==> config.mk <==
export PLATFORM = sky130hd
export DESIGN_NAME = gpde_top
export DESIGN_NICKNAME = d
export VERILOG_FILES = /design/src/rtl/gpde_pkg.sv /design/src/rtl/gpde_pin_if.sv /design/src/rtl/gpde_port_mux.sv /design/src/rtl/gpde_top.sv
export SDC_FILE = /design/constraint.sdc
export NUM_CORES = 1
export LEC_CHECK = 0
export BUFFER_PORTS_ARGS = -buffer_cell sky130_fd_sc_hd__buf_2
export CORE_ASPECT_RATIO = 1.4
export CORE_UTILIZATION = 45
export DETAILED_ROUTE_END_ITERATION = 10
export GPL_TIMING_DRIVEN = 0
export PLACE_DENSITY = 0.82
export SKIP_CTS_REPAIR_TIMING = 1
export SLEW_MARGIN = 40
export SYNTH_ARGS = -nofsm -noshare
export SYNTH_HDL_FRONTEND = slang
export SYNTH_HIERARCHICAL = 1
export SYNTH_SLANG_ARGS = --single-unit
==> constraint.sdc <==
create_clock -name clk_i -period 2 [get_ports clk_i]
set_clock_uncertainty 0.15 [all_clocks]
set_input_delay 0.1 -clock clk_i [delete_from_list [all_inputs] [get_ports clk_i]]
set_output_delay 0.1 -clock clk_i [all_outputs]
set_load 0.01 [all_outputs]
==> src/rtl/gpde_pkg.sv <==
// Package of constants and types for the port D / port E pin block.
package gpde_pkg;
    // Bus and data widths.
    localparam int unsigned ADDR_W = 6;
    localparam int unsigned DATA_W = 32;
    localparam int unsigned PORT_W = 8;
    // Printed offsets; not all are multiples of four, so they are word indices.
    localparam logic [3:0] IDX_PORT_D_LATCH = 4'h3;
    localparam logic [3:0] IDX_PORT_D_DIR   = 4'h7;
    localparam logic [3:0] IDX_PORT_E_LATCH = 4'h8;
    localparam logic [3:0] IDX_PORT_E_DIR   = 4'hc;
    localparam logic [3:0] IDX_ALT_CTRL     = 4'hd;
    localparam logic [3:0] IDX_PIN_STATE    = 4'he;
    // Byte address is four times the index.
    localparam logic [ADDR_W-1:0] ADR_PORT_D_LATCH = 6'h0c;
    localparam logic [ADDR_W-1:0] ADR_PORT_D_DIR   = 6'h1c;
    localparam logic [ADDR_W-1:0] ADR_PORT_E_LATCH = 6'h20;
    localparam logic [ADDR_W-1:0] ADR_PORT_E_DIR   = 6'h30;
    localparam logic [ADDR_W-1:0] ADR_ALT_CTRL     = 6'h34;
    localparam logic [ADDR_W-1:0] ADR_PIN_STATE    = 6'h38;
    // Reset values.
    localparam logic [PORT_W-1:0] DIR_RST   = 8'h00;
    localparam logic [15:0]       ALT_RST   = 16'h0000;
    localparam logic [DATA_W-1:0] RD_UNMAP  = 32'h0000_0000;
    // Alternate control register field positions.
    localparam int unsigned F_CONV_SEL  = 0;   // [4:0] converter channel select.
    localparam int unsigned F_CONV_EN   = 5;   // Converter claims selected channel.
    localparam int unsigned F_TA_EXT    = 6;   // Timer A prescaler on external clock.
    localparam int unsigned F_TB_EXT    = 7;   // Timer B prescaler on external clock.
    localparam int unsigned F_SPI_EN    = 8;
    localparam int unsigned F_SPI_MSTR  = 9;
    localparam int unsigned F_MODF_EN   = 10;
    localparam int unsigned F_TCH0_EN   = 11;  // Edge/level select nonzero, channel 0.
    localparam int unsigned F_TCH1_EN   = 12;
    localparam int unsigned F_SCI_EN    = 13;
    localparam int unsigned ALT_W       = 14;
    // Pin positions.
    localparam int unsigned PD_TA_CLK = 6;
    localparam int unsigned PD_TB_CLK = 4;
    localparam int unsigned PD_CONV_N = 7;     // Pins 6..0 carry converter inputs.
    localparam logic [4:0]  CONV_BASE = 5'h08; // Converter input 8 sits on pin 0.
    localparam int unsigned PE_SCK  = 7;
    localparam int unsigned PE_MOSI = 6;
    localparam int unsigned PE_MISO = 5;
    localparam int unsigned PE_SS   = 4;
    localparam int unsigned PE_TCH1 = 3;
    localparam int unsigned PE_TCH0 = 2;
    localparam int unsigned PE_RXD  = 1;
    localparam int unsigned PE_TXD  = 0;
    // Bus slave states.
    typedef enum logic [0:0] {GPDE_IDLE, GPDE_ACK} gpde_bus_state_t;
endpackage : gpde_pkg

==> src/rtl/gpde_pin_if.sv <==
// Interface carrying one 8-bit port's pin-side signals between modules.
`timescale 1ns/1ps
`default_nettype none
interface gpde_pin_if;
    logic [7:0] latch;     // Software data latch.
    logic [7:0] dir;       // Software direction bits.
    logic [7:0] alt_claim; // Alternate function owns the pin.
    logic [7:0] alt_oe;    // Alternate output enable.
    logic [7:0] alt_out;   // Alternate drive value.
    logic [7:0] zero_rd;   // Force read of zero where the pin is an input.
    logic [7:0] pin_sync;  // Synchronised pin level.
    logic [7:0] oe;        // Resolved output enable.
    logic [7:0] out;       // Resolved output value.
    logic [7:0] rd;        // Value a port read returns.
    modport ctrl (output latch, dir, alt_claim, alt_oe, alt_out, zero_rd,
                  input pin_sync, oe, out, rd);
    modport pin  (input latch, dir, alt_claim, alt_oe, alt_out, zero_rd,
                  output oe, out, rd, input pin_sync);
endinterface : gpde_pin_if
`default_nettype wire

==> src/rtl/gpde_port_mux.sv <==
// Pin mux and read-back path for one 8-bit port.
`timescale 1ns/1ps
`default_nettype none
module gpde_port_mux (
    gpde_pin_if.pin p  // Port signals.
);
    // Output ownership: an alternate function overrides latch and direction.
    // alternate owns pin
    assign p.oe  = (p.alt_claim & p.alt_oe) | (~p.alt_claim & p.dir);
    assign p.out = (p.alt_claim & p.alt_out) | (~p.alt_claim & p.latch);

    // Read path: latch where direction is out, else pin or forced zero.
    // output reads latch
    assign p.rd = (p.dir & p.latch) | (~p.dir & ~p.zero_rd & p.pin_sync);
endmodule // gpde_port_mux
`default_nettype wire

==> src/rtl/gpde_top.sv <==
// Port D and port E general-purpose pins with alternate-function sharing.
//
// Local design decision: register access over Avalon-MM.
`timescale 1ns/1ps
`default_nettype none
// Summary of operation
// - Port D latch read/write, direction per bit
// - Direction one enables output buffer
// - Reset clears direction, latches keep contents
// - Output-direction bits read the latch
// - Input-direction bits read the pin (timer-claimed port D pins read zero)
// - Latch writes always land, inputs unaffected
// - Converter channel: input reads zero
// - Timer claims ignore port D direction
// - Pins 6/4 are timer external clocks
// - Selected timer clock ignores direction bit
// - Port E latch read/write, direction per bit
// - Bit 7 serial clock, direction by role
// - Bit 6 master-out line when enabled
// - Bit 5 master-in line when enabled
// - Bit 4 select input, conditional release
// - Slave select ignores direction bit
// - Serial claims ignore port E direction
// - Bits 3/2 timer channels when selected
// - Bit 1 serial receive when enabled
// - Bit 0 serial transmit when enabled
// - Port E direction resets to inputs
// - Port E read: latch or pin
module gpde_top (
    input  wire logic        clk_i,              // System clock, 25 MHz.
    input  wire logic        rst_n_i,            // Asynchronous reset, active low.
    input  wire logic [5:0]  avs_address_i,      // Byte address.
    input  wire logic        avs_read_i,         // Read request.
    input  wire logic        avs_write_i,        // Write request.
    input  wire logic [31:0] avs_writedata_i,    // Write data.
    input  wire logic [3:0]  avs_byteenable_i,   // Byte enables.
    output logic      [31:0] avs_readdata_o,     // Read data, registered.
    output logic             avs_waitrequest_o,  // Stall, high until answer.
    input  wire logic [7:0]  port_d_pin_i,       // Port D pin levels.
    output logic      [7:0]  port_d_pin_o,       // Port D drive values.
    output logic      [7:0]  port_d_pin_oe_o,    // Port D output enables.
    input  wire logic [7:0]  port_e_pin_i,       // Port E pin levels.
    output logic      [7:0]  port_e_pin_o,       // Port E drive values.
    output logic      [7:0]  port_e_pin_oe_o,    // Port E output enables.
    input  wire logic        spi_sck_out_i,      // Serial peripheral clock in master role.
    input  wire logic        spi_mosi_out_i,     // Master-out data from the peripheral.
    input  wire logic        spi_miso_out_i,     // Slave-out data from the peripheral.
    input  wire logic        sci_txd_i,          // Asynchronous serial transmit data.
    input  wire logic [1:0]  tim_ch_out_i,       // Timer channel compare outputs.
    input  wire logic [1:0]  tim_ch_oe_i,        // Timer channel drives its pin.
    output logic      [7:0]  port_d_level_o,     // Synchronised port D levels to peripherals.
    output logic      [7:0]  port_e_level_o,     // Synchronised port E levels to peripherals.
    output logic             timer_a_ext_clock_o, // External clock for timer A.
    output logic             timer_b_ext_clock_o  // External clock for timer B.
);
    // Register state.
    logic [7:0]  port_d_latch_r;             // Port D data latch, not reset.
    logic [7:0]  port_d_dir_r;               // Port D direction.
    logic [7:0]  port_e_latch_r;             // Port E data latch, not reset.
    logic [7:0]  port_e_dir_r;               // Port E direction.
    logic [gpde_pkg::ALT_W-1:0] alt_ctrl_r;  // Alternate-function claims.
    logic [31:0] rdata_nxt;                  // Decoded read value.
    logic        wr_hit;                     // Write accepted this edge.
    logic [3:0]  idx;                        // Word index of the access.

    // Bus handshake state.
    gpde_pkg::gpde_bus_state_t state_r;      // Current bus phase.
    gpde_pkg::gpde_bus_state_t state_nxt;    // Next bus phase.
    logic [31:0] readdata_r;                 // Read data held for the master.
    logic        req;                        // Read or write pending.

    // Pin synchronisers: three stages per port plus the agreed level.
    logic [7:0]  d_s1_r;                     // Port D first stage.
    logic [7:0]  d_s2_r;                     // Port D second stage.
    logic [7:0]  d_s3_r;                     // Port D third stage.
    logic [7:0]  d_lvl_r;                    // Port D agreed level.
    logic [7:0]  e_s1_r;                     // Port E first stage.
    logic [7:0]  e_s2_r;                     // Port E second stage.
    logic [7:0]  e_s3_r;                     // Port E third stage.
    logic [7:0]  e_lvl_r;                    // Port E agreed level.

    // Decoded alternate-function controls.
    logic [4:0]  conv_sel;                   // Converter channel select.
    logic        conv_en;                    // Converter claims its channel.
    logic        ta_ext;                     // Timer A counts the external clock.
    logic        tb_ext;                     // Timer B counts the external clock.
    logic        spi_en;                     // Serial peripheral enabled.
    logic        spi_mstr;                   // Serial peripheral in master role.
    logic        modf_en;                    // Mode-fault detection enabled.
    logic        tch0_en;                    // Timer channel 0 owns its pin.
    logic        tch1_en;                    // Timer channel 1 owns its pin.
    logic        sci_en;                     // Asynchronous serial enabled.
    logic        ss_claim;                   // Select pin held by the peripheral.

    // Per-pin claims and alternate drive.
    logic [7:0]  d_claim;                    // Port D pins taken by converter or timers.
    logic [7:0]  e_claim;                    // Port E pins taken by peripherals.
    logic [7:0]  e_alt_oe;                   // Port E alternate output enables.
    logic [7:0]  e_alt_out;                  // Port E alternate drive values.
    logic        ta_clk_r;                   // Registered timer A external clock.
    logic        tb_clk_r;                   // Registered timer B external clock.

    // Pin-side bundles, one per port.
    gpde_pin_if pd_if ();                    // Port D bundle.
    gpde_pin_if pe_if ();                    // Port E bundle.

    // Merge the low byte lane of a write into an 8-bit register.
    function automatic logic [7:0] lane_merge(
        input logic [7:0]  cur,
        input logic [31:0] wdata,
        input logic        be
    );
        return be ? wdata[7:0] : cur;
    endfunction

    // One-hot mask of the port D pin that carries the selected converter input.
    // Selects outside this port claim nothing, so those pins stay free.
    function automatic logic [7:0] conv_mask(
        input logic [4:0] sel,
        input logic       en
    );
        logic [7:0] m;
        m = 8'h00;
        for (int i = 0; i < gpde_pkg::PD_CONV_N; i++) begin
            if (en && (sel == gpde_pkg::CONV_BASE + 5'(i))) begin
                m[i] = 1'b1;
            end
        end
        return m;
    endfunction

    // Next agreed level: a bit moves only where stages two and three agree.
    function automatic logic [7:0] sync_agree(
        input logic [7:0] s2,
        input logic [7:0] s3,
        input logic [7:0] lvl
    );
        return (s2 & s3) | (lvl & (s2 ^ s3));
    endfunction

    // Word index of the access; the byte offsets are four apart.
    assign idx = avs_address_i[gpde_pkg::ADDR_W-1:2];
    assign req = avs_read_i | avs_write_i;

    // A write lands only on the edge at which waitrequest is low.
    assign wr_hit = (state_r == gpde_pkg::GPDE_ACK) && avs_write_i;

    // Next bus phase: every request waits exactly one cycle.
    always_comb begin
        state_nxt = state_r;
        unique case (state_r)
            gpde_pkg::GPDE_IDLE: begin
                // A new request is taken in.
                if (req) begin
                    state_nxt = gpde_pkg::GPDE_ACK;
                end
            end
            gpde_pkg::GPDE_ACK: begin
                // The answer stands for one cycle only.
                state_nxt = gpde_pkg::GPDE_IDLE;
            end
        endcase
    end

    // Bus phase register.
    always_ff @(posedge clk_i or negedge rst_n_i) begin
        if (!rst_n_i) begin
            state_r <= gpde_pkg::GPDE_IDLE;
        end else begin
            state_r <= state_nxt;
        end
    end

    // Read data is captured as a read arrives and stands through the answer.
    // Capturing early costs nothing, since no write can slip in between.
    always_ff @(posedge clk_i or negedge rst_n_i) begin
        if (!rst_n_i) begin
            readdata_r <= gpde_pkg::RD_UNMAP;
        end else if ((state_r == gpde_pkg::GPDE_IDLE) && avs_read_i) begin
            readdata_r <= rdata_nxt;
        end
    end

    assign avs_readdata_o    = readdata_r;
    // Waitrequest is low only in the answer phase.
    assign avs_waitrequest_o = (state_r != gpde_pkg::GPDE_ACK);

    // Read decode; unmapped words return zero.
    always_comb begin
        rdata_nxt = gpde_pkg::RD_UNMAP;
        case (idx)
            gpde_pkg::IDX_PORT_D_LATCH: begin
                rdata_nxt[gpde_pkg::PORT_W-1:0] = pd_if.rd;
            end
            gpde_pkg::IDX_PORT_D_DIR: begin
                rdata_nxt[gpde_pkg::PORT_W-1:0] = port_d_dir_r;
            end
            gpde_pkg::IDX_PORT_E_LATCH: begin
                rdata_nxt[gpde_pkg::PORT_W-1:0] = pe_if.rd;
            end
            gpde_pkg::IDX_PORT_E_DIR: begin
                rdata_nxt[gpde_pkg::PORT_W-1:0] = port_e_dir_r;
            end
            gpde_pkg::IDX_ALT_CTRL: begin
                rdata_nxt[gpde_pkg::ALT_W-1:0] = alt_ctrl_r;
            end
            gpde_pkg::IDX_PIN_STATE: begin
                rdata_nxt[2*gpde_pkg::PORT_W-1:0] = {e_lvl_r, d_lvl_r};
            end
            default: begin
                // Unmapped word.
                rdata_nxt = gpde_pkg::RD_UNMAP;
            end
        endcase
    end

    // latch survives reset
    // The latch has no reset, so its contents ride through one.
    always_ff @(posedge clk_i) begin
        if (wr_hit && (idx == gpde_pkg::IDX_PORT_D_LATCH)) begin
            port_d_latch_r <= lane_merge(port_d_latch_r, avs_writedata_i, avs_byteenable_i[0]);
        end
    end

    // port E latch
    // Same as port D: written whatever the direction, never reset.
    always_ff @(posedge clk_i) begin
        if (wr_hit && (idx == gpde_pkg::IDX_PORT_E_LATCH)) begin
            port_e_latch_r <= lane_merge(port_e_latch_r, avs_writedata_i, avs_byteenable_i[0]);
        end
    end

    always_ff @(posedge clk_i or negedge rst_n_i) begin
        if (!rst_n_i) begin
            port_d_dir_r <= gpde_pkg::DIR_RST;
        end else if (wr_hit && (idx == gpde_pkg::IDX_PORT_D_DIR)) begin
            port_d_dir_r <= lane_merge(port_d_dir_r, avs_writedata_i, avs_byteenable_i[0]);
        end
    end

    always_ff @(posedge clk_i or negedge rst_n_i) begin
        if (!rst_n_i) begin
            port_e_dir_r <= gpde_pkg::DIR_RST;
        end else if (wr_hit && (idx == gpde_pkg::IDX_PORT_E_DIR)) begin
            port_e_dir_r <= lane_merge(port_e_dir_r, avs_writedata_i, avs_byteenable_i[0]);
        end
    end

    // Alternate-function claims; reset frees every pin for general use.
    always_ff @(posedge clk_i or negedge rst_n_i) begin
        if (!rst_n_i) begin
            alt_ctrl_r <= gpde_pkg::ALT_RST[gpde_pkg::ALT_W-1:0];
        end else if (wr_hit && (idx == gpde_pkg::IDX_ALT_CTRL)) begin
            alt_ctrl_r <= avs_writedata_i[gpde_pkg::ALT_W-1:0];
        end
    end

    // Field decode of the claim register.
    assign conv_sel = alt_ctrl_r[gpde_pkg::F_CONV_SEL +: 5];
    assign conv_en  = alt_ctrl_r[gpde_pkg::F_CONV_EN];
    assign ta_ext   = alt_ctrl_r[gpde_pkg::F_TA_EXT];
    assign tb_ext   = alt_ctrl_r[gpde_pkg::F_TB_EXT];
    assign spi_en   = alt_ctrl_r[gpde_pkg::F_SPI_EN];
    assign spi_mstr = alt_ctrl_r[gpde_pkg::F_SPI_MSTR];
    assign modf_en  = alt_ctrl_r[gpde_pkg::F_MODF_EN];
    assign tch0_en  = alt_ctrl_r[gpde_pkg::F_TCH0_EN];
    assign tch1_en  = alt_ctrl_r[gpde_pkg::F_TCH1_EN];
    assign sci_en   = alt_ctrl_r[gpde_pkg::F_SCI_EN];

    always_comb begin
        d_claim = conv_mask(conv_sel, conv_en);
        d_claim[gpde_pkg::PD_TA_CLK] = d_claim[gpde_pkg::PD_TA_CLK] | ta_ext;
        d_claim[gpde_pkg::PD_TB_CLK] = d_claim[gpde_pkg::PD_TB_CLK] | tb_ext;
    end

    // Port D bundle.
    assign pd_if.latch     = port_d_latch_r;
    assign pd_if.dir       = port_d_dir_r;
    // clock pin stays input
    // Claimed port D pins are inputs whatever the direction bit says.
    assign pd_if.alt_claim = d_claim;
    assign pd_if.alt_oe    = 8'h00;
    assign pd_if.alt_out   = 8'h00;
    // Claimed input bits read zero; output bits still read the latch.
    assign pd_if.zero_rd   = d_claim;
    assign pd_if.pin_sync  = d_lvl_r;

    // select pin release
    // A master without mode-fault detection has no use for its select pin.
    assign ss_claim = spi_en && !(spi_mstr && !modf_en);

    always_comb begin
        e_claim   = 8'h00;
        e_alt_oe  = 8'h00;
        e_alt_out = 8'h00;
        e_claim[gpde_pkg::PE_SCK]    = spi_en;
        e_alt_oe[gpde_pkg::PE_SCK]   = spi_mstr;
        e_alt_out[gpde_pkg::PE_SCK]  = spi_sck_out_i;
        e_claim[gpde_pkg::PE_MOSI]   = spi_en;
        e_alt_oe[gpde_pkg::PE_MOSI]  = spi_mstr;
        e_alt_out[gpde_pkg::PE_MOSI] = spi_mosi_out_i;
        e_claim[gpde_pkg::PE_MISO]   = spi_en;
        e_alt_oe[gpde_pkg::PE_MISO]  = !spi_mstr;
        e_alt_out[gpde_pkg::PE_MISO] = spi_miso_out_i;
        e_claim[gpde_pkg::PE_SS]     = ss_claim;
        e_claim[gpde_pkg::PE_TCH1]   = tch1_en;
        e_alt_oe[gpde_pkg::PE_TCH1]  = tim_ch_oe_i[1];
        e_alt_out[gpde_pkg::PE_TCH1] = tim_ch_out_i[1];
        e_claim[gpde_pkg::PE_TCH0]   = tch0_en;
        e_alt_oe[gpde_pkg::PE_TCH0]  = tim_ch_oe_i[0];
        e_alt_out[gpde_pkg::PE_TCH0] = tim_ch_out_i[0];
        e_claim[gpde_pkg::PE_RXD]    = sci_en;
        e_claim[gpde_pkg::PE_TXD]    = sci_en;
        e_alt_oe[gpde_pkg::PE_TXD]   = 1'b1;
        e_alt_out[gpde_pkg::PE_TXD]  = sci_txd_i;
    end

    // Port E bundle.
    assign pe_if.latch     = port_e_latch_r;
    assign pe_if.dir       = port_e_dir_r;
    assign pe_if.alt_claim = e_claim;
    assign pe_if.alt_oe    = e_alt_oe;
    assign pe_if.alt_out   = e_alt_out;
    // port E read path
    // Port E never forces zero: input bits always read the pin.
    assign pe_if.zero_rd   = 8'h00;
    assign pe_if.pin_sync  = e_lvl_r;

    // Port D mux and read path.
    gpde_port_mux u_mux_d (
        .p (pd_if.pin)  // Port D signals.
    );

    // Port E mux and read path.
    gpde_port_mux u_mux_e (
        .p (pe_if.pin)  // Port E signals.
    );

    // Pin-side outputs.
    assign port_d_pin_o    = pd_if.out;
    assign port_d_pin_oe_o = pd_if.oe;
    assign port_e_pin_o    = pe_if.out;
    assign port_e_pin_oe_o = pe_if.oe;
    assign port_d_level_o  = d_lvl_r;
    assign port_e_level_o  = e_lvl_r;

    // pin level sampled
    // Port D synchroniser: a runt that reaches one stage never reaches a read.
    // The price is four cycles from pin to read value.
    always_ff @(posedge clk_i or negedge rst_n_i) begin
        if (!rst_n_i) begin
            d_s1_r  <= 8'h00;
            d_s2_r  <= 8'h00;
            d_s3_r  <= 8'h00;
            d_lvl_r <= 8'h00;
        end else begin
            d_s1_r  <= port_d_pin_i;
            d_s2_r  <= d_s1_r;
            d_s3_r  <= d_s2_r;
            d_lvl_r <= sync_agree(d_s2_r, d_s3_r, d_lvl_r);
        end
    end

    // Port E synchroniser, built the same way.
    always_ff @(posedge clk_i or negedge rst_n_i) begin
        if (!rst_n_i) begin
            e_s1_r  <= 8'h00;
            e_s2_r  <= 8'h00;
            e_s3_r  <= 8'h00;
            e_lvl_r <= 8'h00;
        end else begin
            e_s1_r  <= port_e_pin_i;
            e_s2_r  <= e_s1_r;
            e_s3_r  <= e_s2_r;
            e_lvl_r <= sync_agree(e_s2_r, e_s3_r, e_lvl_r);
        end
    end

    // timer clock outputs
    // The clock reaches a timer only while its prescaler picks the pin.
    always_ff @(posedge clk_i or negedge rst_n_i) begin
        if (!rst_n_i) begin
            ta_clk_r <= 1'b0;
            tb_clk_r <= 1'b0;
        end else begin
            ta_clk_r <= ta_ext & d_lvl_r[gpde_pkg::PD_TA_CLK];
            tb_clk_r <= tb_ext & d_lvl_r[gpde_pkg::PD_TB_CLK];
        end
    end

    assign timer_a_ext_clock_o = ta_clk_r;
    assign timer_b_ext_clock_o = tb_clk_r;
endmodule // gpde_top
`default_nettype wire

==> impl_results.md, run 1 <==
* Share of flip-flops with an asynchronous set or reset at 87.6%
* Number of placement rows at 48
* Total standard cell area after synthesis at 5660 sq um
* Peak supply drop at 539 uV
* Num Clock Sinks at 129
* GP Congestion at 0.840
* Endpoints failing setup at 21
* CP max FO at 3
* Most instantiated cells after synthesis: 113 x dfrtp_1, 40 x mux2_4, 24 x a22o_1, 23 x nor2_1, 20 x nand2_1
* # DRC at 2
* YS warnings at 6
* Count of pins on the block boundary at about 150
* Status: finished with violations
* Clock transition at the registers of the reported paths at roughly 0.050 ns
* Core box area at between 10000 and 15000 sq um
* Share of the yosys chip area belonging to registers at between 50% and 60%
* Number of DRC markers in iteration 0 at approximately 280
* Final hold violation count at 0
* Depth of the worst register-to-register path at 8
* EDFF count, synth at 16
* Number of buffers inserted during clock tree synthesis at 17
* RSZ-0062 raised after global routing: yes
* Kind of end point of the critical path: output port
* TritonCTS clock tree: yes
* Count of fill cells added during filler insertion at 915
* PnR worst setup slack at -0.249 ns
* Final core utilization at 62.6%
* Number of flip-flops in the largest register at 16
* Avg Synthesized Cell Area at 13.9 sq um
* Root buffer cell: clkbuf_16
* Max Cap Viol at 0
* Area leader, netlist: dfrtp_1
* Synthesized instance count at a little over 400
* Number of slew-limit violations in the final report at 0
* Number of antenna-violating nets in the routed design at 0
* Total wire length after detailed routing at 13900 um
* DIE WIDTH at roughly 97 um
* Clock insertion delay at the later pin of the skew report at 0.42 ns
* Maximum level of the CTS H-tree at 4
* Via count of the first global-routing pass at 4166
* Total via count after detailed routing at around 4100
* Number of buffers on the longest clock path at 2
* Count of distinct cell types in the synthesized netlist at 41
* Maximum number of pins on one net before global-route repair at 68
* GRT overflow at 0
* Normalized max-slew margin at approximately half
* Leak at ~3.8 nW
* Worst Path Class, Setup: register to output port
* Worst-margin pin slew at 0.732 ns
* Final critical delay including setup and external delays at 2.25 ns
* Antenna violations before repair at 3
* Failing checks: design-rule violations, negative setup slack
* Number of port buffers at 113
* Maximum frequency from static timing analysis at 0.445 GHz
* Synth-to-layout area growth at 36.2%
* Die Ht at ~130 um
* Class of the worst hold path: primary input to register
* Arrival time reported for the critical path endpoint at 2.00 ns
* Critical Path Start Type: register
* Nets at about 700
* Die Area at 13000 sq um
* Wire per inst at 17.7 um
* Post-synth top area share at between 40% and 50%
* Setup slack at placement at -0.350 ns
* Most frequently used cell type in the post-synthesis netlist: dfrtp_1
* Largest cells by area after synthesis: dfrtp_1 50%, mux2_4 11%, edfxtp_1 8.5%
* Total global routing track utilization at 21.9%
* First-pass GRT wire length at 21800 um
* Fin crit share at 112%
* Detailed-routing iteration count for the pre-antenna-repair pass at 8
* Post-DP HPWL at between 9000 and 10000 um
* PD cells at 983 nW/um^2
* WP data required at 1.75 ns
* Hold Path Cell Cnt at 4
* Initial Utilization at 46.0%
* Dominant register cell in the synthesized netlist: dfrtp_1
* Vias per std cell at 5.18
* Fraction of layout instances using a drive strength above 1 at 38.6%
* Yosys reg bits at between 100 and 150
-- final timing paths --
| check | start | endpoint | slack, ns |
|---|---|---|---|
| hold / removal | avs_address_i[2] | avs_readdata_o[15]$_DFFE_PN0P_ | 0.003 |
| hold reg to reg | d_s1_r[6]$_DFF_PN0_ | d_s2_r[6]$_DFF_PN0_ | 0.20 |
| setup / recovery | alt_ctrl_r[4]$_DFFE_PN0P_ | port_d_pin_oe_o[4] | -0.25 |
| min in group asynchronous | rst_n_i | d_s2_r[4]$_DFF_PN0_ | 0.03 |
| setup reg to reg | alt_ctrl_r[4]$_DFFE_PN0P_ | avs_readdata_o[4]$_DFFE_PN0P_ | -0.20 |
| max in group asynchronous | rst_n_i | pe_if.dir[0]$_DFFE_PN0P_ | 1.00 |
-- stage by stage --
step | instances | hold slack [ns] | setup TNS, ns | cell area [sq um] | power (mW)
5_1_grt | 786 | 0.0214 | -5.69 | 7710 | 7.87
2_1_floorplan | 453 | -0.346 | 0 | 5830 | 3.77
3_3_place_gp | 716 | 0.0576 | -70.90 | 6590 | 4.16
6_report | 787 | 0.00256 | -3.84 | 7710 | 7.58
3_5_place_dp | 717 | -0.132 | -1.32 | 6640 | 4.22
4_1_cts | 749 | -0.572 | -5.49 | 7270 | 7.52
-- final cells by class --
class                      count  area, sq um  share of cell area, %
multi-input combinational    289         2380                   30.8
tap                          150          188                   2.43
antenna                        3         7.51                 0.0974
buffer                        29          201                   2.61
clock buffer                  18          429                   5.57
inverter                       6         22.5                  0.292
sequential                   129         3310                   42.9
timing repair buffer         149          973                   12.6
clock inverter                14          203                   2.63
-- cell usage in the layout (no fill, tap or decap), types with 7 or more instances in the layout --
master and count:
mux2_4 40, clkbuf_16 17, mux2i_1 16, nor2_1 19, clkbuf_1 7, edfxtp_1 16, buf_2 110, ha_1 16
dfrtp_1 112, mux2_2 19, nand2_1 20, dlygate4sd3_1 33, conb_1 48, a22o_1 24, buf_4 19, o22ai_1 8
a21o_1 16, a21oi_1 8, o21ai_0 16
-- worst max-delay path: stages (launching register included) --
cell and delay (ns):
dfrtp_1 0.39, nand4b_1 0.32, o31ai_4 0.41, mux2_4 0.35, buf_6 0.12
-- power breakdown --
| group | switching (mW) | total, mW | internal [mW] | leakage, nW |
|---|---|---|---|---|
| registers | 0.269 | 3.14 | 2.87 | 1.55 |
| logic | 0.511 | 1.15 | 0.641 | 1.98 |
| clock network | 1.18 | 3.29 | 2.11 | 0.302 |
-- layer usage --
layer  share of wire [%]  routed length [um]  vias up  GRT usage, %
li1                    -                   -     1849             -
met1                  38                5220     2014          24.8
met2                  52                7180      169          37.2
met3                 7.0                 978       41          6.52
met4                 3.7                 512        0          12.1
met5                   0                   0        -             0
-- cell families after synthesis --
| family | count (synthesis) | share of synthesized area [%] |
|---|---|---|
| multiplexers | 78 | 17.8 |
| buffers and inverters | 35 | 3.96 |
| flip-flops | 129 | 58.4 |
| other | 2 | 0.133 |
| AO/OA/AOI/OAI | 82 | 10.3 |
| adder cells (fa/ha/maj) | 17 | 3.71 |
| AND/OR/NAND/NOR | 64 | 5.61 |
No activity file was read; power rests on OpenSTA's default activity.
==> inputs of run 2 (changes only) <==
--- a/config.mk
+++ b/config.mk
@@ -5,7 +5,7 @@
 export SDC_FILE = /design/constraint.sdc
 export NUM_CORES = 1
 export LEC_CHECK = 0
-export BUFFER_PORTS_ARGS = -buffer_cell sky130_fd_sc_hd__buf_2
+export BUFFER_PORTS_ARGS = -buffer_cell sky130_fd_sc_hd__buf_4
 export CORE_ASPECT_RATIO = 1.4
 export CORE_UTILIZATION = 45
 export DETAILED_ROUTE_END_ITERATION = 10
==> run 2 against run 1 <==
Compared with the run above: the run ends with negative setup slack left; worst hold slack improved by 0.021 ns; maximum frequency decreased by 0.78%; global-route usage decreased by 0.15 points; first-iteration DRC count increased by 5.1%; critical path type unchanged; register-to-register slack improved by 0.03 ns.
==> impl_results.md, run 2 (synthesis gave the netlist of run 1 again) <==
* Maximum number of pins on one net before global-route repair at 114 (+68%)
* Normalized max-slew margin at 50.2% (-0.70 points)
* Die Area at 13000 sq um (unchanged)
* Nets at 711 (+0.57%)
* Max Cap Viol at 0 (unchanged)
* PD cells at 924 nW/um^2 (-6.0%)
* Total negative setup slack at -4.25 ns (-0.407 ns)
* Number of buffers on the longest clock path at 2 (unchanged)
* Total global routing track utilization at 21.8% (-0.15 points)
* Number of port buffers at 113 (unchanged)
* Depth of the worst register-to-register path at 8 (unchanged)
* Clock insertion delay at the later pin of the skew report at 0.42 ns (about the same)
* Number of slew-limit violations in the final report at 0 (unchanged)
* Wire per inst at 18.0 um (+2.2%)
* Via count of the first global-routing pass at 4044 (-2.9%)
* Vias per std cell at 5.19 (+0.19%)
* GR Util met1 at 25.0% (+0.22 points)
* Class of the worst hold path: primary input to async pin
* Number of DRC markers in iteration 0 at 291 (+5.1%)
* Post-DP HPWL at 9660 um (about the same)
* TritonCTS clock tree: yes
* First-pass GRT wire length at 21400 um (-1.6%)
* Failing checks: negative setup slack
* Number of buffers inserted during clock tree synthesis at 17 (unchanged)
* GR Layer Usage met3 at 7.04% (+0.52 points)
* Most used routing layer in global routing: met2
* R2R Path Start: alt_ctrl_r[4]$_DFFE_PN0P_
* RSZ-0062 raised after global routing: yes
* Antenna violations before repair at 0 (-3)
* Initial Utilization at 46.0% (unchanged)
* Arrival time reported for the critical path endpoint at 2.02 ns (+0.02 ns)
* WP data required at 1.75 ns (about the same)
* Most used cells in the layout excluding fill and tap cells: 127 x buf_4, 110 x dfrtp_1, 48 x conb_1
* Worst hold slack at 0.0239 ns (+0.0213 ns)
* Root buffer cell: clkbuf_16
* Worst-margin pin slew at 0.743 ns (+0.0105 ns)
* GP Congestion at 0.828 (-1.5%)
* Setup slack on the worst flop-to-flop path at -0.17 ns (+0.03 ns)
* Fraction of layout instances using a drive strength above 1 at 39.8% (+1.2 points)
* Leak at 3.90 nW (+1.7%)
* Met2 Use GR at 37.6% (+0.39 points)
* Num Clock Sinks at 129 (unchanged)
* Critical Path Start Type: register
* Status: finished with violations
* Synth-to-layout area growth at 40.8%
* Fin crit share at 113% (+0.88 points)
* N_diodes at 0 (-3)
* Core box area at 12300 sq um (unchanged)
* Maximum frequency from static timing analysis at 0.441 GHz (-0.78%)
* Most common cell after layout, fill and taps aside: buf_4
* Clock transition at the registers of the reported paths at 0.05 ns (about the same)
* Number of antenna-violating nets in the routed design at 0 (unchanged)
* Detailed-routing iteration count for the pre-antenna-repair pass at 6 (-2)
* Critical R2R Capture: avs_readdata_o[0]$_DFFE_PN0P_
* Worst Setup SP: alt_ctrl_r[4]$_DFFE_PN0P_
* Final core utilization at 64.7% (+2.1 points)
* Maximum level of the CTS H-tree at 4 (unchanged)
* Peak supply drop at 705 uV (+31%)
* DIE WIDTH at 96.8 um (unchanged)
* Number of placement rows at 48 (unchanged)
* Endpoints failing setup at 21 (unchanged)
* # DRC at 0 (-2)
* Worst Path Class, Setup: register to output port
* Total via count after detailed routing at 4086 (+0.32%)
* GRT overflow at 0 (unchanged)
* Final hold violation count at 0 (unchanged)
* Total design power at 7.36 mW (-2.9%)
* Kind of end point of the critical path: output port
* Final critical delay including setup and external delays at 2.27 ns (+0.0176 ns)
* Count of pins on the block boundary at 153 (unchanged)
* Die Ht at 135 um (unchanged)
* Number of flip-flops in the largest register at 16 (unchanged)
* CP max FO at 4 (+1)
* Total wire length after detailed routing at 14200 um (+2.3%)
* PnR worst setup slack at -0.267 ns (-0.0176 ns)
[run 2: changes by cell type in the layout (fill, tap and decap cells not counted), sizes merged]
cell / delta
buf: +3
clkbuf: -1
bufinv: -3
clkinvlp: -1
clkinv: +5
diode: -3
dlygate4sd3: +1
[run 2: cell type report]
| cell class | count | area [sq um] |
|---|---|---|
| fill | 892 | 4340 |
| sequential | 129 | 3310 |
| multi-input combinational | 289 | 2400 |
| timing repair buffer | 153 | 1290 |
| clock buffer | 17 | 425 |
| buffer | 29 | 201 |
| tap | 150 | 188 |
| clock inverter | 15 | 134 |
| inverter | 6 | 22.5 |
[run 2: worst max path at each step]
stage,endpoint,cells after the start,slack (ns)
3_3_place_gp,pd_if.latch[6]$_DFFE_PP_,4,-0.44
3_5_place_dp,avs_readdata_o[4]$_DFFE_PN0P_,8,-0.32
6_report,port_d_pin_oe_o[4],5,-0.27
4_1_cts,port_d_pin_oe_o[4],4,-0.45
2_1_floorplan,avs_readdata_o[4]$_DFFE_PN0P_,8,0.07
5_1_grt,port_d_pin_oe_o[6],6,-0.29
[run 2: worst max-delay path, cell delays in order (launching register included)]
cell,delay (ns)
dfrtp_1,0.43
nand4b_1,0.22
buf_6,0.16
o31ai_4,0.32
mux2_4,0.35
buf_6,0.12
[run 2: power by group]
group	internal (mW)	switching (mW)	leakage, nW	total [mW]
Sequential	2.87	0.280	1.55	3.15
Clock	1.72	1.19	0.278	2.91
Combinational	0.764	0.536	2.07	1.30
[run 2: stage by stage]
step / cell area (sq um) / setup slack [ns] / instances
after floorplan: 5830 / 0.0726 / 453
after global placement: 6870 / -0.439 / 716
after detailed placement: 6890 / -0.318 / 716
after CTS: 7450 / -0.454 / 748
after global routing: 7970 / -0.291 / 788
final: 7970 / -0.267 / 788
[run 2: per-layer routing]
layer	wire, um	up-vias
met3	959	35
met2	7330	170
li1	-	1857
met5	0	-
met4	505	0
met1	5420	2024
